**src/rtl/mgsi_pkg.sv**
```systemverilog
package mgsi_pkg;
   // ************************************************************
   // sizes
   // ************************************************************
   localparam int NUM_GP = 8;
   localparam int NUM_FO = 4;
   localparam int NUM_FI = 2;
   localparam int NUM_IN = NUM_GP + NUM_FO + NUM_FI;
   localparam int LED_PAD = 7;
   localparam int ADDR_W = 8;

   // ************************************************************
   // register offsets
   // ************************************************************
   localparam logic [7:0] OFS_GP_MODE = 8'h00;
   localparam logic [7:0] OFS_GP_VAL = 8'h04;
   localparam logic [7:0] OFS_GP_PULL = 8'h08;
   localparam logic [7:0] OFS_FLOW_CFG = 8'h0C;
   localparam logic [7:0] OFS_PAD_IN = 8'h10;
   localparam logic [7:0] OFS_NET_STATE = 8'h14;
   localparam logic [7:0] OFS_CARD_CFG = 8'h18;
   localparam logic [7:0] OFS_IRQ_STAT = 8'h1C;
   localparam logic [7:0] OFS_IRQ_MASK = 8'h20;
   localparam logic [7:0] OFS_CARD_STAT = 8'h24;

   // ************************************************************
   // fields and encodings
   // ************************************************************
   localparam logic [1:0] MODE_IN = 2'h0;
   localparam logic [1:0] MODE_OUT = 2'h1;
   localparam logic [1:0] MODE_ALT = 2'h2;
   localparam logic [1:0] PULL_UP = 2'h1;
   localparam logic [1:0] PULL_DOWN = 2'h2;
   localparam int FLOW_IN_ALT_POS = 8;
   localparam int CARD_EN_POS = 4;
   localparam logic [1:0] CARD_EN_VAL = 2'h2;
   localparam int IRQ_CARD = 0;
   localparam int IRQ_REJECT = 1;
   localparam int IRQ_INPUT = 2;
   localparam int IRQ_W = 3;

   // ************************************************************
   // reset values
   // ************************************************************
   localparam logic [15:0] GP_MODE_RST = 16'h0000;
   localparam logic [11:0] GP_VAL_RST = 12'h000;
   localparam logic [15:0] GP_PULL_RST = 16'h0000;
   localparam logic [9:0] FLOW_CFG_RST = 10'h000;
   localparam logic [IRQ_W-1:0] IRQ_MASK_RST = 3'h0;

   typedef enum logic [2:0] {
      NET_OFF = 3'h0,
      NET_UNREG = 3'h1,
      NET_IDLE = 3'h2,
      NET_PSAVE = 3'h3,
      NET_VOICE = 3'h4,
      NET_DIAL = 3'h5
   } mgsi_net_t;

   // ************************************************************
   // timing
   // ************************************************************
   localparam int CLK_KHZ = 125000;
   localparam int TICK_PERIOD_MS = 1000;
   localparam int TICK_CYCLES = TICK_PERIOD_MS * CLK_KHZ;
   localparam logic [1:0] LED_ON_S = 2'h1;
   localparam logic [1:0] LED_OFF_S = 2'h2;
endpackage : mgsi_pkg

```
**src/rtl/mgsi_led_if.sv**
```systemverilog
interface mgsi_led_if;
   logic [2:0] net_state;
   logic wake;
   logic led_on;
   modport ctl (output net_state, output wake, input led_on);
   modport gen (input net_state, input wake, output led_on);
endinterface : mgsi_led_if

```
**src/rtl/mgsi_blink.sv**
```systemverilog
module mgsi_blink
   import mgsi_pkg::*;
#(
   parameter int TICK_CYCLES = mgsi_pkg::TICK_CYCLES
) (
   input wire logic clk,
   input wire logic rst_n,
   mgsi_led_if.gen led
);
   localparam int TW = $clog2(TICK_CYCLES + 1);

   typedef enum logic [1:0] {
      ST_ON = 2'b01,
      ST_OFF = 2'b10
   } mgsi_blink_t;

   mgsi_blink_t st_ff, nxt_st;
   logic [TW-1:0] tick_cnt_ff;
   logic [1:0] sec_ff, nxt_sec;
   logic [2:0] prev_ff;
   logic led_ff, nxt_led;
   logic tick, restart;
   logic [1:0] sec_inc;

   if (TICK_CYCLES < 2) begin : g_bad_tick
      $error("mgsi_blink: TICK_CYCLES must be at least 2");
   end

   assign tick = tick_cnt_ff == TW'(TICK_CYCLES - 1);
   assign restart = led.net_state != prev_ff;
   assign sec_inc = sec_ff + 2'h1;
   assign led.led_on = led_ff;

   always_comb begin
      nxt_st = st_ff;
      nxt_sec = sec_ff;
      if (restart) begin
         nxt_st = ST_ON;
         nxt_sec = 2'h0;
      end else if (tick) begin
         nxt_sec = sec_inc;
         unique case (st_ff)
            ST_ON: begin
               if (sec_inc == LED_ON_S) begin
                  nxt_st = ST_OFF;
                  nxt_sec = 2'h0;
               end
            end
            ST_OFF: begin
               if (sec_inc == LED_OFF_S) begin
                  nxt_st = ST_ON;
                  nxt_sec = 2'h0;
               end
            end
            default: begin
               nxt_st = ST_ON;
               nxt_sec = 2'h0;
            end
         endcase
      end
   end

   always_comb begin
      unique case (led.net_state)
         NET_UNREG, NET_VOICE: nxt_led = 1'b1;
         NET_IDLE, NET_DIAL: nxt_led = nxt_st == ST_ON;
         NET_PSAVE: nxt_led = led.wake;
         default: nxt_led = 1'b0;
      endcase
   end

   always_ff @(posedge clk) begin
      if (!rst_n) begin
         st_ff <= ST_ON;
         sec_ff <= 2'h0;
         tick_cnt_ff <= '0;
         prev_ff <= NET_OFF;
         led_ff <= 1'b0;
      end else begin
         st_ff <= nxt_st;
         sec_ff <= nxt_sec;
         tick_cnt_ff <= (restart || tick) ? '0 : tick_cnt_ff + TW'(1);
         prev_ff <= led.net_state;
         led_ff <= nxt_led;
      end
   end
endmodule : mgsi_blink

```
**src/rtl/mgsi_sync.sv**
```systemverilog
module mgsi_sync #(
   parameter int W = 14
) (
   input wire logic clk,
   input wire logic rst_n,
   input wire logic [W-1:0] raw,
   output logic [W-1:0] stable
);
   logic [W-1:0] s1_ff, s2_ff, s3_ff, stable_ff;
   logic [W-1:0] agree;

   if (W < 1) begin : g_bad_w
      $error("mgsi_sync: W must be at least 1");
   end

   // a bit moves only once two later stages agree, so power-up glitches die here
   assign agree = ~(s2_ff ^ s3_ff);
   assign stable = stable_ff;

   always_ff @(posedge clk) begin
      if (!rst_n) begin
         s1_ff <= '0;
         s2_ff <= '0;
         s3_ff <= '0;
         stable_ff <= '0;
      end else begin
         s1_ff <= raw;
         s2_ff <= s1_ff;
         s3_ff <= s2_ff;
         stable_ff <= (agree & s3_ff) | (~agree & stable_ff);
      end
   end
endmodule : mgsi_sync

```
**src/rtl/mgsi_top.sv**
```systemverilog
// Function
// - each general pad's pull-up or pull-down is software selectable.
// - flow-control pins may be used as plain I/O instead of handshake.
// - four flow output pads default input, hold 0 in reset and on/off.
// - two flow input pads default input, hold 0 in reset and on/off.
// - an input pad reports the level an external output drives.
// - an output pad drives push-pull, both levels.
// - status indicator is pad 7 alternate function, enabled only there.
// - status pin is the inverse of the LED state.
// - LED off when off, on unregistered or voice, 1s on 2s off idle.
// - dial-up blinks 1 s on, 2 s off.
// - power saving idle: LED follows the paging wake-up event.
// - any general pad can be the card-presence detect input.
// - card detect is enabled by enable value 2.
// - a pad read returns the level present at read time.
// - alternate-function pads are driven by internal logic only.
//
// Added by the designer: the register addresses and the APB slave port.
module mgsi_top
   import mgsi_pkg::*;
#(
   parameter int TICK_CYCLES = mgsi_pkg::TICK_CYCLES
) (
   input wire logic CLOCK,
   input wire logic RST_N,
   input wire logic PSEL,
   input wire logic PENABLE,
   input wire logic PWRITE,
   input wire logic [mgsi_pkg::ADDR_W-1:0] PADDR,
   input wire logic [31:0] PWDATA,
   output logic [31:0] PRDATA,
   output logic PREADY,
   output logic PSLVERR,
   input wire logic [mgsi_pkg::NUM_GP-1:0] GP_PAD_IN,
   output logic [mgsi_pkg::NUM_GP-1:0] GP_PAD_OUT,
   output logic [mgsi_pkg::NUM_GP-1:0] GP_PAD_OE,
   output logic [mgsi_pkg::NUM_GP-1:0] GP_PULL_UP,
   output logic [mgsi_pkg::NUM_GP-1:0] GP_PULL_DOWN,
   input wire logic [mgsi_pkg::NUM_FO-1:0] FLOW_OUT_PAD_IN,
   output logic [mgsi_pkg::NUM_FO-1:0] FLOW_OUT_PAD_OUT,
   output logic [mgsi_pkg::NUM_FO-1:0] FLOW_OUT_PAD_OE,
   input wire logic [mgsi_pkg::NUM_FI-1:0] FLOW_IN_PAD,
   input wire logic [mgsi_pkg::NUM_FO-1:0] HS_OUT_SRC,
   output logic [mgsi_pkg::NUM_FI-1:0] HS_IN_DST,
   input wire logic ONOFF_SEQ,
   input wire logic WAKE_PAGING,
   output logic IRQ
);
   // ************************************************************
   // registers
   // ************************************************************
   logic [15:0] gp_mode_ff, gp_pull_ff;
   logic [11:0] gp_val_ff;
   logic [9:0] flow_cfg_ff;
   logic [2:0] net_ff, card_sel_ff;
   logic [1:0] card_en_ff;
   logic [IRQ_W-1:0] irq_ff, mask_ff, nxt_irq;
   logic card_ff, irq_o_ff, pready_ff, pslverr_ff;
   logic [31:0] prdata_ff;
   logic [NUM_IN-1:0] in_stable, in_prev_ff;
   logic [NUM_GP-1:0] gp_out_ff, gp_oe_ff, pu_ff, pd_ff, nxt_gp_out, nxt_gp_oe, nxt_pu, nxt_pd;
   logic [NUM_FO-1:0] fo_out_ff, fo_oe_ff, nxt_fo_out, nxt_fo_oe;
   logic [NUM_FI-1:0] hs_in_ff, nxt_hs_in;

   function automatic logic [1:0] pad_mode(input logic [15:0] m, input logic [2:0] i);
      return m[{i, 1'b0} +: 2];
   endfunction : pad_mode

   mgsi_led_if led_if ();
   assign led_if.net_state = net_ff;
   assign led_if.wake = WAKE_PAGING;

   mgsi_blink #(.TICK_CYCLES(TICK_CYCLES)) u_blink (
      .clk(CLOCK),
      .rst_n(RST_N),
      .led(led_if)
   );

   mgsi_sync #(.W(NUM_IN)) u_sync (
      .clk(CLOCK),
      .rst_n(RST_N),
      .raw({FLOW_IN_PAD, FLOW_OUT_PAD_IN, GP_PAD_IN}),
      .stable(in_stable)
   );

   // ************************************************************
   // apb decode
   // ************************************************************
   // one wait state: data is captured in the first access cycle, ready in the second
   wire access = PSEL & PENABLE;
   wire first = access & ~pready_ff;
   wire done = access & pready_ff;
   wire wr_done = done & PWRITE;
   wire rd_done = done & ~PWRITE;
   wire sel_mode = PADDR == OFS_GP_MODE;
   wire sel_val = PADDR == OFS_GP_VAL;
   wire sel_pull = PADDR == OFS_GP_PULL;
   wire sel_flow = PADDR == OFS_FLOW_CFG;
   wire sel_pin = PADDR == OFS_PAD_IN;
   wire sel_net = PADDR == OFS_NET_STATE;
   wire sel_card = PADDR == OFS_CARD_CFG;
   wire sel_stat = PADDR == OFS_IRQ_STAT;
   wire sel_mask = PADDR == OFS_IRQ_MASK;
   wire sel_cst = PADDR == OFS_CARD_STAT;
   wire mapped = sel_mode | sel_val | sel_pull | sel_flow | sel_pin | sel_net | sel_card | sel_stat
      | sel_mask | sel_cst;
   wire [31:0] rd_val =
      sel_mode ? {16'h0000, gp_mode_ff} :
      sel_val ? {20'h00000, gp_val_ff} :
      sel_pull ? {16'h0000, gp_pull_ff} :
      sel_flow ? {22'h0, flow_cfg_ff} :
      sel_pin ? {18'h0, in_stable} :
      sel_net ? {29'h0, net_ff} :
      sel_card ? {26'h0, card_en_ff, 1'b0, card_sel_ff} :
      sel_stat ? {29'h0, irq_ff} :
      sel_mask ? {29'h0, mask_ff} :
      sel_cst ? {31'h0, card_ff} : 32'h00000000;

   // ************************************************************
   // card detect and exclusivity
   // ************************************************************
   wire card_on = card_en_ff == CARD_EN_VAL;
   wire nxt_card = card_on & in_stable[card_sel_ff];
   // a mode write that leaves the detect pad anything but input is dropped whole
   wire mode_rej = wr_done & sel_mode & card_on & (pad_mode(PWDATA[15:0], card_sel_ff) != MODE_IN);
   wire card_rej = wr_done & sel_card & (PWDATA[CARD_EN_POS +: 2] == CARD_EN_VAL)
      & (pad_mode(gp_mode_ff, PWDATA[2:0]) != MODE_IN);
   wire [IRQ_W-1:0] ev;
   assign ev[IRQ_CARD] = nxt_card != card_ff;
   assign ev[IRQ_REJECT] = mode_rej | card_rej;
   assign ev[IRQ_INPUT] = in_stable != in_prev_ff;
   // only bits that the read returned are cleared: an event landing after the data was
   // captured would otherwise vanish unseen; set still beats the clear in the same cycle
   wire [IRQ_W-1:0] rd_clr = {IRQ_W{rd_done & sel_stat}} & prdata_ff[IRQ_W-1:0];
   assign nxt_irq = (irq_ff & ~rd_clr) | ev;

   // ************************************************************
   // pad drive
   // ************************************************************
   for (genvar i = 0; i < NUM_GP; i++) begin : g_gp
      wire [1:0] m = gp_mode_ff[2 * i +: 2];
      wire led_alt = (i == LED_PAD) && (m == MODE_ALT);
      assign nxt_gp_oe[i] = ~ONOFF_SEQ & ((m == MODE_OUT) | led_alt);
      assign nxt_gp_out[i] = ~ONOFF_SEQ & (led_alt ? ~led_if.led_on : (m == MODE_OUT) & gp_val_ff[i]);
      assign nxt_pu[i] = gp_pull_ff[2 * i +: 2] == PULL_UP;
      assign nxt_pd[i] = gp_pull_ff[2 * i +: 2] == PULL_DOWN;
   end
   for (genvar j = 0; j < NUM_FO; j++) begin : g_fo
      wire [1:0] m = flow_cfg_ff[2 * j +: 2];
      assign nxt_fo_oe[j] = ~ONOFF_SEQ & ((m == MODE_OUT) | (m == MODE_ALT));
      assign nxt_fo_out[j] = ~ONOFF_SEQ & ((m == MODE_ALT) ? HS_OUT_SRC[j] : (m == MODE_OUT) & gp_val_ff[NUM_GP + j]);
   end
   for (genvar k = 0; k < NUM_FI; k++) begin : g_fi
      // handshake side sees 0 unless the pad is handed to it
      assign nxt_hs_in[k] = ~ONOFF_SEQ & flow_cfg_ff[FLOW_IN_ALT_POS + k] & in_stable[NUM_GP + NUM_FO + k];
   end

   // ************************************************************
   // state
   // ************************************************************
   always_ff @(posedge CLOCK) begin
      if (!RST_N) begin
         gp_mode_ff <= GP_MODE_RST;
         gp_val_ff <= GP_VAL_RST;
         gp_pull_ff <= GP_PULL_RST;
         flow_cfg_ff <= FLOW_CFG_RST;
         net_ff <= NET_OFF;
         card_sel_ff <= 3'h0;
         card_en_ff <= 2'h0;
         mask_ff <= IRQ_MASK_RST;
      end else if (wr_done) begin
         if (sel_mode && !mode_rej) gp_mode_ff <= PWDATA[15:0];
         if (sel_val) gp_val_ff <= PWDATA[11:0];
         if (sel_pull) gp_pull_ff <= PWDATA[15:0];
         if (sel_flow) flow_cfg_ff <= PWDATA[9:0];
         if (sel_net) net_ff <= PWDATA[2:0];
         if (sel_card && !card_rej) begin
            card_sel_ff <= PWDATA[2:0];
            card_en_ff <= PWDATA[CARD_EN_POS +: 2];
         end
         if (sel_mask) mask_ff <= PWDATA[IRQ_W-1:0];
      end
   end

   always_ff @(posedge CLOCK) begin
      if (!RST_N) begin
         irq_ff <= '0;
         card_ff <= 1'b0;
         in_prev_ff <= '0;
         irq_o_ff <= 1'b0;
         pready_ff <= 1'b0;
         pslverr_ff <= 1'b0;
         prdata_ff <= 32'h00000000;
      end else begin
         irq_ff <= nxt_irq;
         card_ff <= nxt_card;
         in_prev_ff <= in_stable;
         irq_o_ff <= |(irq_ff & mask_ff);
         pready_ff <= first;
         pslverr_ff <= first & ~mapped;
         if (first && !PWRITE) prdata_ff <= rd_val;
      end
   end

   always_ff @(posedge CLOCK) begin
      if (!RST_N) begin
         gp_out_ff <= '0;
         gp_oe_ff <= '0;
         fo_out_ff <= '0;
         fo_oe_ff <= '0;
         hs_in_ff <= '0;
         pu_ff <= '0;
         pd_ff <= '0;
      end else begin
         gp_out_ff <= nxt_gp_out;
         gp_oe_ff <= nxt_gp_oe;
         fo_out_ff <= nxt_fo_out;
         fo_oe_ff <= nxt_fo_oe;
         hs_in_ff <= nxt_hs_in;
         pu_ff <= nxt_pu;
         pd_ff <= nxt_pd;
      end
   end

   assign PRDATA = prdata_ff;
   assign PREADY = pready_ff;
   assign PSLVERR = pslverr_ff;
   assign GP_PAD_OUT = gp_out_ff;
   assign GP_PAD_OE = gp_oe_ff;
   assign GP_PULL_UP = pu_ff;
   assign GP_PULL_DOWN = pd_ff;
   assign FLOW_OUT_PAD_OUT = fo_out_ff;
   assign FLOW_OUT_PAD_OE = fo_oe_ff;
   assign HS_IN_DST = hs_in_ff;
   assign IRQ = irq_o_ff;
endmodule : mgsi_top

```
**config.mk**
```make
export PLATFORM = sky130hd
export DESIGN_NAME = mgsi_top
export DESIGN_NICKNAME = d
export VERILOG_FILES = /design/src/rtl/mgsi_pkg.sv /design/src/rtl/mgsi_led_if.sv /design/src/rtl/mgsi_blink.sv /design/src/rtl/mgsi_sync.sv /design/src/rtl/mgsi_top.sv
export SDC_FILE = /design/constraint.sdc
export NUM_CORES = 1
export LEC_CHECK = 0
export BUFFER_PORTS_ARGS = -buffer_cell sky130_fd_sc_hd__buf_2
export CAP_MARGIN = 20
export CORE_MARGIN = 5
export CORE_UTILIZATION = 40
export CTS_CLUSTER_DIAMETER = 100
export DETAILED_ROUTE_END_ITERATION = 7
export GPL_TIMING_DRIVEN = 0
export HOLD_SLACK_MARGIN = 0.02
export PLACE_DENSITY = 0.61
export SYNTH_ARGS = -nofsm -noshare
export SYNTH_HDL_FRONTEND = slang
export SYNTH_SLANG_ARGS = --single-unit
```
**constraint.sdc**
```tcl
create_clock -name CLOCK -period 7.45 [get_ports CLOCK]
set_clock_uncertainty 0.1 [all_clocks]
set_input_delay 0.745 -clock CLOCK [delete_from_list [all_inputs] [get_ports CLOCK]]
set_output_delay 0.745 -clock CLOCK [all_outputs]
set_load 0.02 [all_outputs]
```
# Yosys cells after proc, flatten, opt, wreduce, memory -nomap -nowiden
# Cells that the tools add are included.
# totals
register_bits	251
out_inout_bits	77
in_bits	65
wordCells	228
# classes
n_shift	2
bitwise	86
n_mux	26
reduce_logical	22
add_sub_neg	2
n_eq_ne	58
n_lt_le_gt_ge	1
# ops
op	n
$and A1 B1 Y1	54
$mux W16	3
$eq A2 B1 Y1 const B	23
$eq A2 B2 Y1 const B	17
$eq A8 B5 Y1 const B	4
$shiftx A16 B5 Y2	2
$and A14 B14 Y14	2
$mux W14	2
$not A14 Y14	2
$add A27 B1 Y27 const B	1
$eq A27 B27 Y1 const B	1
$eq A8 B4 Y1 const B	2
$eq A8 B6 Y1 const B	2
$or A1 B1 Y1	15
$ne A14 B14 Y1	1
$or A14 B14 Y14	1
$reduce_and A2 Y1	7
$xor A14 B14 Y14	1
$mux W2	6
$mux W6	2
$and A3 B3 Y3	3
$eq A8 B3 Y1 const B	1
$logic_not A8 Y1	1
$pmux W2 S2	2
other kinds (20)	42

# Longest topological paths before layout
# logic_depth
ltp_word	12
ltp_mapped	9
depth_no_buf	7

# Modules after synthesis
# From an unflattened synthesis, not the netlist that was laid out.
# unflattened
cells_unflattened	1091
area_unflattened_um2	9958.3
# by_module_without_submodules
module	area_each_um2	instances	cells_each	seq_area_each_um2
mgsi_top	6470.0	1	736	2882.8
mgsi_blink	1789.2	1	209	700.7
mgsi_sync	1699.1	1	146	1121.1

# Least setup slack after synthesis
# OpenSTA, ideal clock, no wires.
# synth_path
path_type	input-to-reg
startpoint	in PWDATA[0]
endpoint	reg gp_mode_ff[10]
required_ps	7234
n_path_buf	2
setup_time_ps	116
stages	8
slack_ps	4584
arrival_ps	2650
cell_sequence	buf_6 -> nor3_1 -> a21oi_1 -> mux4_2 -> a2111oi_4 -> buf_6 -> mux2i_1 -> nor2b_1
# synth_via
elab_chain_cells	6
# synth_rtl
element	line_no	rtl
start, declared	mgsi_top.sv:30	input wire logic [31:0] PWDATA,
$shiftx A16 B5 Y2	mgsi_top.sv:66	return m[{i, 1'b0} +: 2];
$reduce_bool A2 Y1	mgsi_top.sv:125	wire mode_rej = wr_done & sel_mode & card_on & (pad_mode(PWDATA[15:0], card_sel_ff) != MODE_IN);
$and A1 B1 Y1	mgsi_top.sv:125	
$logic_not A1 Y1	mgsi_top.sv:172	if (sel_mode && !mode_rej) gp_mode_ff <= PWDATA[15:0];
$logic_and A1 B1 Y1	mgsi_top.sv:172	
$reduce_and A2 Y1 (no line)	--	
end signal, assigned	mgsi_top.sv:172	
end, declared	mgsi_top.sv:52	logic [15:0] gp_mode_ff, gp_pull_ff;
# No other way between the ends.
# A chain may end at the register's enable or synchronous reset.

# Final worst setup path
# layout_path
startpoint	in PADDR[4] in the netlist's numbering
endpoint	reg gp_mode_ff[5]
# layout_via
elab_chain_cells	7
# layout_rtl
element	line_no	rtl
start, declared	mgsi_top.sv:29	input wire logic [mgsi_pkg::ADDR_W-1:0] PADDR,
$logic_not A8 Y1 (*)	mgsi_top.sv:95	wire sel_mode = PADDR == OFS_GP_MODE;
$and A1 B1 Y1 (3 in a row)	mgsi_top.sv:125	
$logic_not A1 Y1	mgsi_top.sv:172	
$logic_and A1 B1 Y1 (*)	mgsi_top.sv:172	
$reduce_and A2 Y1 (no line) (*)	--	
# Mark *: on every way between the ends. The rest lies on a longest branch, timed or not.

==> results.yml <==
floorplan:
  die_area_um2: 27600
  io_pins: 142
  start_util_pct: 40.3
  rows: 57
  die_w_um: 166
  die_y_um: 166
  core_area_um2: 24200
placement:
  port_buffers: 99
  place_congestion: 0.925
  dp_hpwl_um: 20300
  dp_slack_ps: 4070
global_route:
  gr-usage-all-layers_pct: 19.5
  grt_pass1_vias: 7433
  grt_antenna_before_repair: 4
  overflow: 0
  grt_util_met3_pct: 3.90
  grt_busiest_layer: "met2"
  grt_use_met1_pct: 28.1
  grt_pass1_wl_um: 43100
  grt_max_degree: 15
  met2_usage_pct: 29.9
routing:
  wl_per_cell_um: 18.1
  wirelength_um: 27600
  drc: 0
  drt_first_pass_iters: 6
  vias_per_cell: 5.09
  first_iter_violations: 625
  antenna_left: 0
  num_vias: 7739
status:
  status: "finished, final reports clean"
synthesis:
  synth-seq-area-share_pct: 48.3
  synth_warnings: 0
  syn_area_per_cell_um2: 9.43
  synth-seq-cells: 235
  syn_area_um2: 9740
  synthCells: 1032
  synth_edf_count: 0
  ys_types: 66
  yosys_most_used_dff: "dfxtp_1"
  async_reset_ff_share_pct: 0
setup_path:
  cp-end-kind: "register"
  worstSetupPathType: "primary input to register"
  arrival_ps: 3180
  critPathLaunchType: "primary input"
  cp_max_fo: 10
  cp_data_required_time_ps: 7790
layout:
  nFillCells: 2303
  syn2layout_area_growth_pct: 19.4
  final_cell_mix: "dfxtp_1, buf_2, nand2_1"
  final_nets: 1255
  final_layout_size_suffix_gt1_share_pct: 15.4
  final_common_cell: "dfxtp_1"
  finish.utilization_pct: 48.1
cts:
  cts_tree: "yes"
  cts_htree_levels: 1
  cts_buffers: 26
  worstSkewPairLatency_ps: 540
  path_clk_slew_ps: 60
  postCtsResizedCells: 0
  cts_buffer_depth: 3
  cts_root_buffer: "clkbuf_16"
  cts_sinks: 235
  cts_setup_buffers: 0
  cts_hold_buf: 0
flow_run:
  max_cap_violations: 0
pwr:
  power_mw: 2.77
  p_per_area_nw_per_um2: 238
  leakagePower_nw: 4.63
  ir_worst_vdd_mv: 0.137
sta:
  fmax_ghz: 0.351
  period_needed_ps: 2850
  hold_violations: 0
  fin_ws_ps: 4600
  fin_crit_sh_pct: 38.2
  drv_slew: 0
  slew_headroom_pct: 22.4
  finalSetupViolations: 0
  tns_ps: 0
  rsz0062_at_grt: "false"
  tightestPinTransition_ps: 1150
min_path:
  hold_class: "primary input to register"
==> final cells by class <==
type / instances / area [um^2] / share of cell area (%)
sequential: 235 / 4700 / 40.5
inverter: 23 / 86.3 / 0.743
timing repair buffer: 99 / 495 / 4.26
clock inverter: 9 / 175 / 1.51
clock buffer: 39 / 749 / 6.45
antenna: 2 / 5.00 / 0.0431
tap: 324 / 405 / 3.49
buffer: 74 / 378 / 3.25
multi-input combinational: 715 / 4620 / 39.8
==> report_power, final <==
group | internal [mW] | switching [mW]
combinational | 0.0453 | 0.0868
sequential | 1.27 | 0.00842
clock | 0.837 | 0.522
total | 2.15 | 0.617
==> layer usage <==
metal	vias to the layer above	wire length (um)	part of all wire [%]
li1	3775	-	-
met1	3621	13000	47
met2	293	12000	43
met3	48	1980	7.2
met4	2	588	2.1
met5	-	11	0.040
==> cell families (layout without fill, tap and decap cells) <==
| kind of cell | Yosys count | count (layout) | synth area share [%] |
|---|---|---|---|
| simple gates | 409 | 409 | 22.1 |
| flops | 235 | 235 | 48.3 |
| compound gates | 162 | 162 | 11.1 |
| buf+inv | 97 | 244 | 4.77 |
| mux | 69 | 69 | 7.76 |
| xor+xnor | 43 | 43 | 3.87 |
| fa+ha+maj | 16 | 16 | 2.06 |
| other cells | 1 | 18 | 0.0385 |
==> worst max-delay path: stages <==
cell	delay (ps)
buf_2	170
nor4_4	600
nand2_1	320
a2111oi_4	780
buf_6	280
mux2i_1	220
nor2b_1	60
==> path summary, 6_finish.rpt <==
| kind | startpoint | end | slack [ps] | depth (start not counted) |
|---|---|---|---|---|
| max | PADDR[4] | gp_mode_ff[5] | 4600 | 7 |
| min | FLOW_OUT_PAD_IN[0] | u_sync.s1_ff[8] | 310 | 2 |
| max reg2reg | card_sel_ff[0] | gp_mode_ff[5] | 4640 | 8 |
| min reg2reg | u_sync.s1_ff[7] | u_sync.s2_ff[7] | 330 | 1 |
==> Yosys cell counts, types with 22 or more instances <==
cell type    n  area share (%)
dfxtp_1    235              48
nand2_1     91             3.5
nor2_1      85             3.3
and2_1      71             4.6
mux2i_1     59             6.1
nor2b_1     54             3.5
clkbuf_1    42             1.6
o21ai_0     40             2.1
a21oi_1     36             1.9
nor3_1      25             1.3
a21boi_0    24             1.9
xor2_1      24             2.2
inv_1       23            0.89
nand3_1     22             1.1
==> sequential cells by signal (all words and copies together), names as in the netlist, 10 cells and up, named ones only <==
name and flops:
PRDATA 16, flow_cfg_ff 10, gp_mode_ff 16, gp_pull_ff 16, gp_val_ff 12, in_prev_ff 14, u_blink.tick_cnt_ff 27, u_sync.s1_ff 14
u_sync.s2_ff 14, u_sync.s3_ff 14
==> through the flow <==
step                      instance area [um^2]  cells  hold WS, ps
after floorplan                           9790   1047          312
after global placement                   10700   1470          315
after detailed placement                 10700   1470          319
after CTS                                11600   1518          286
after global routing                     11600   1520          295
final                                    11600   1520          306
Power figures use the tool's default switching activity.
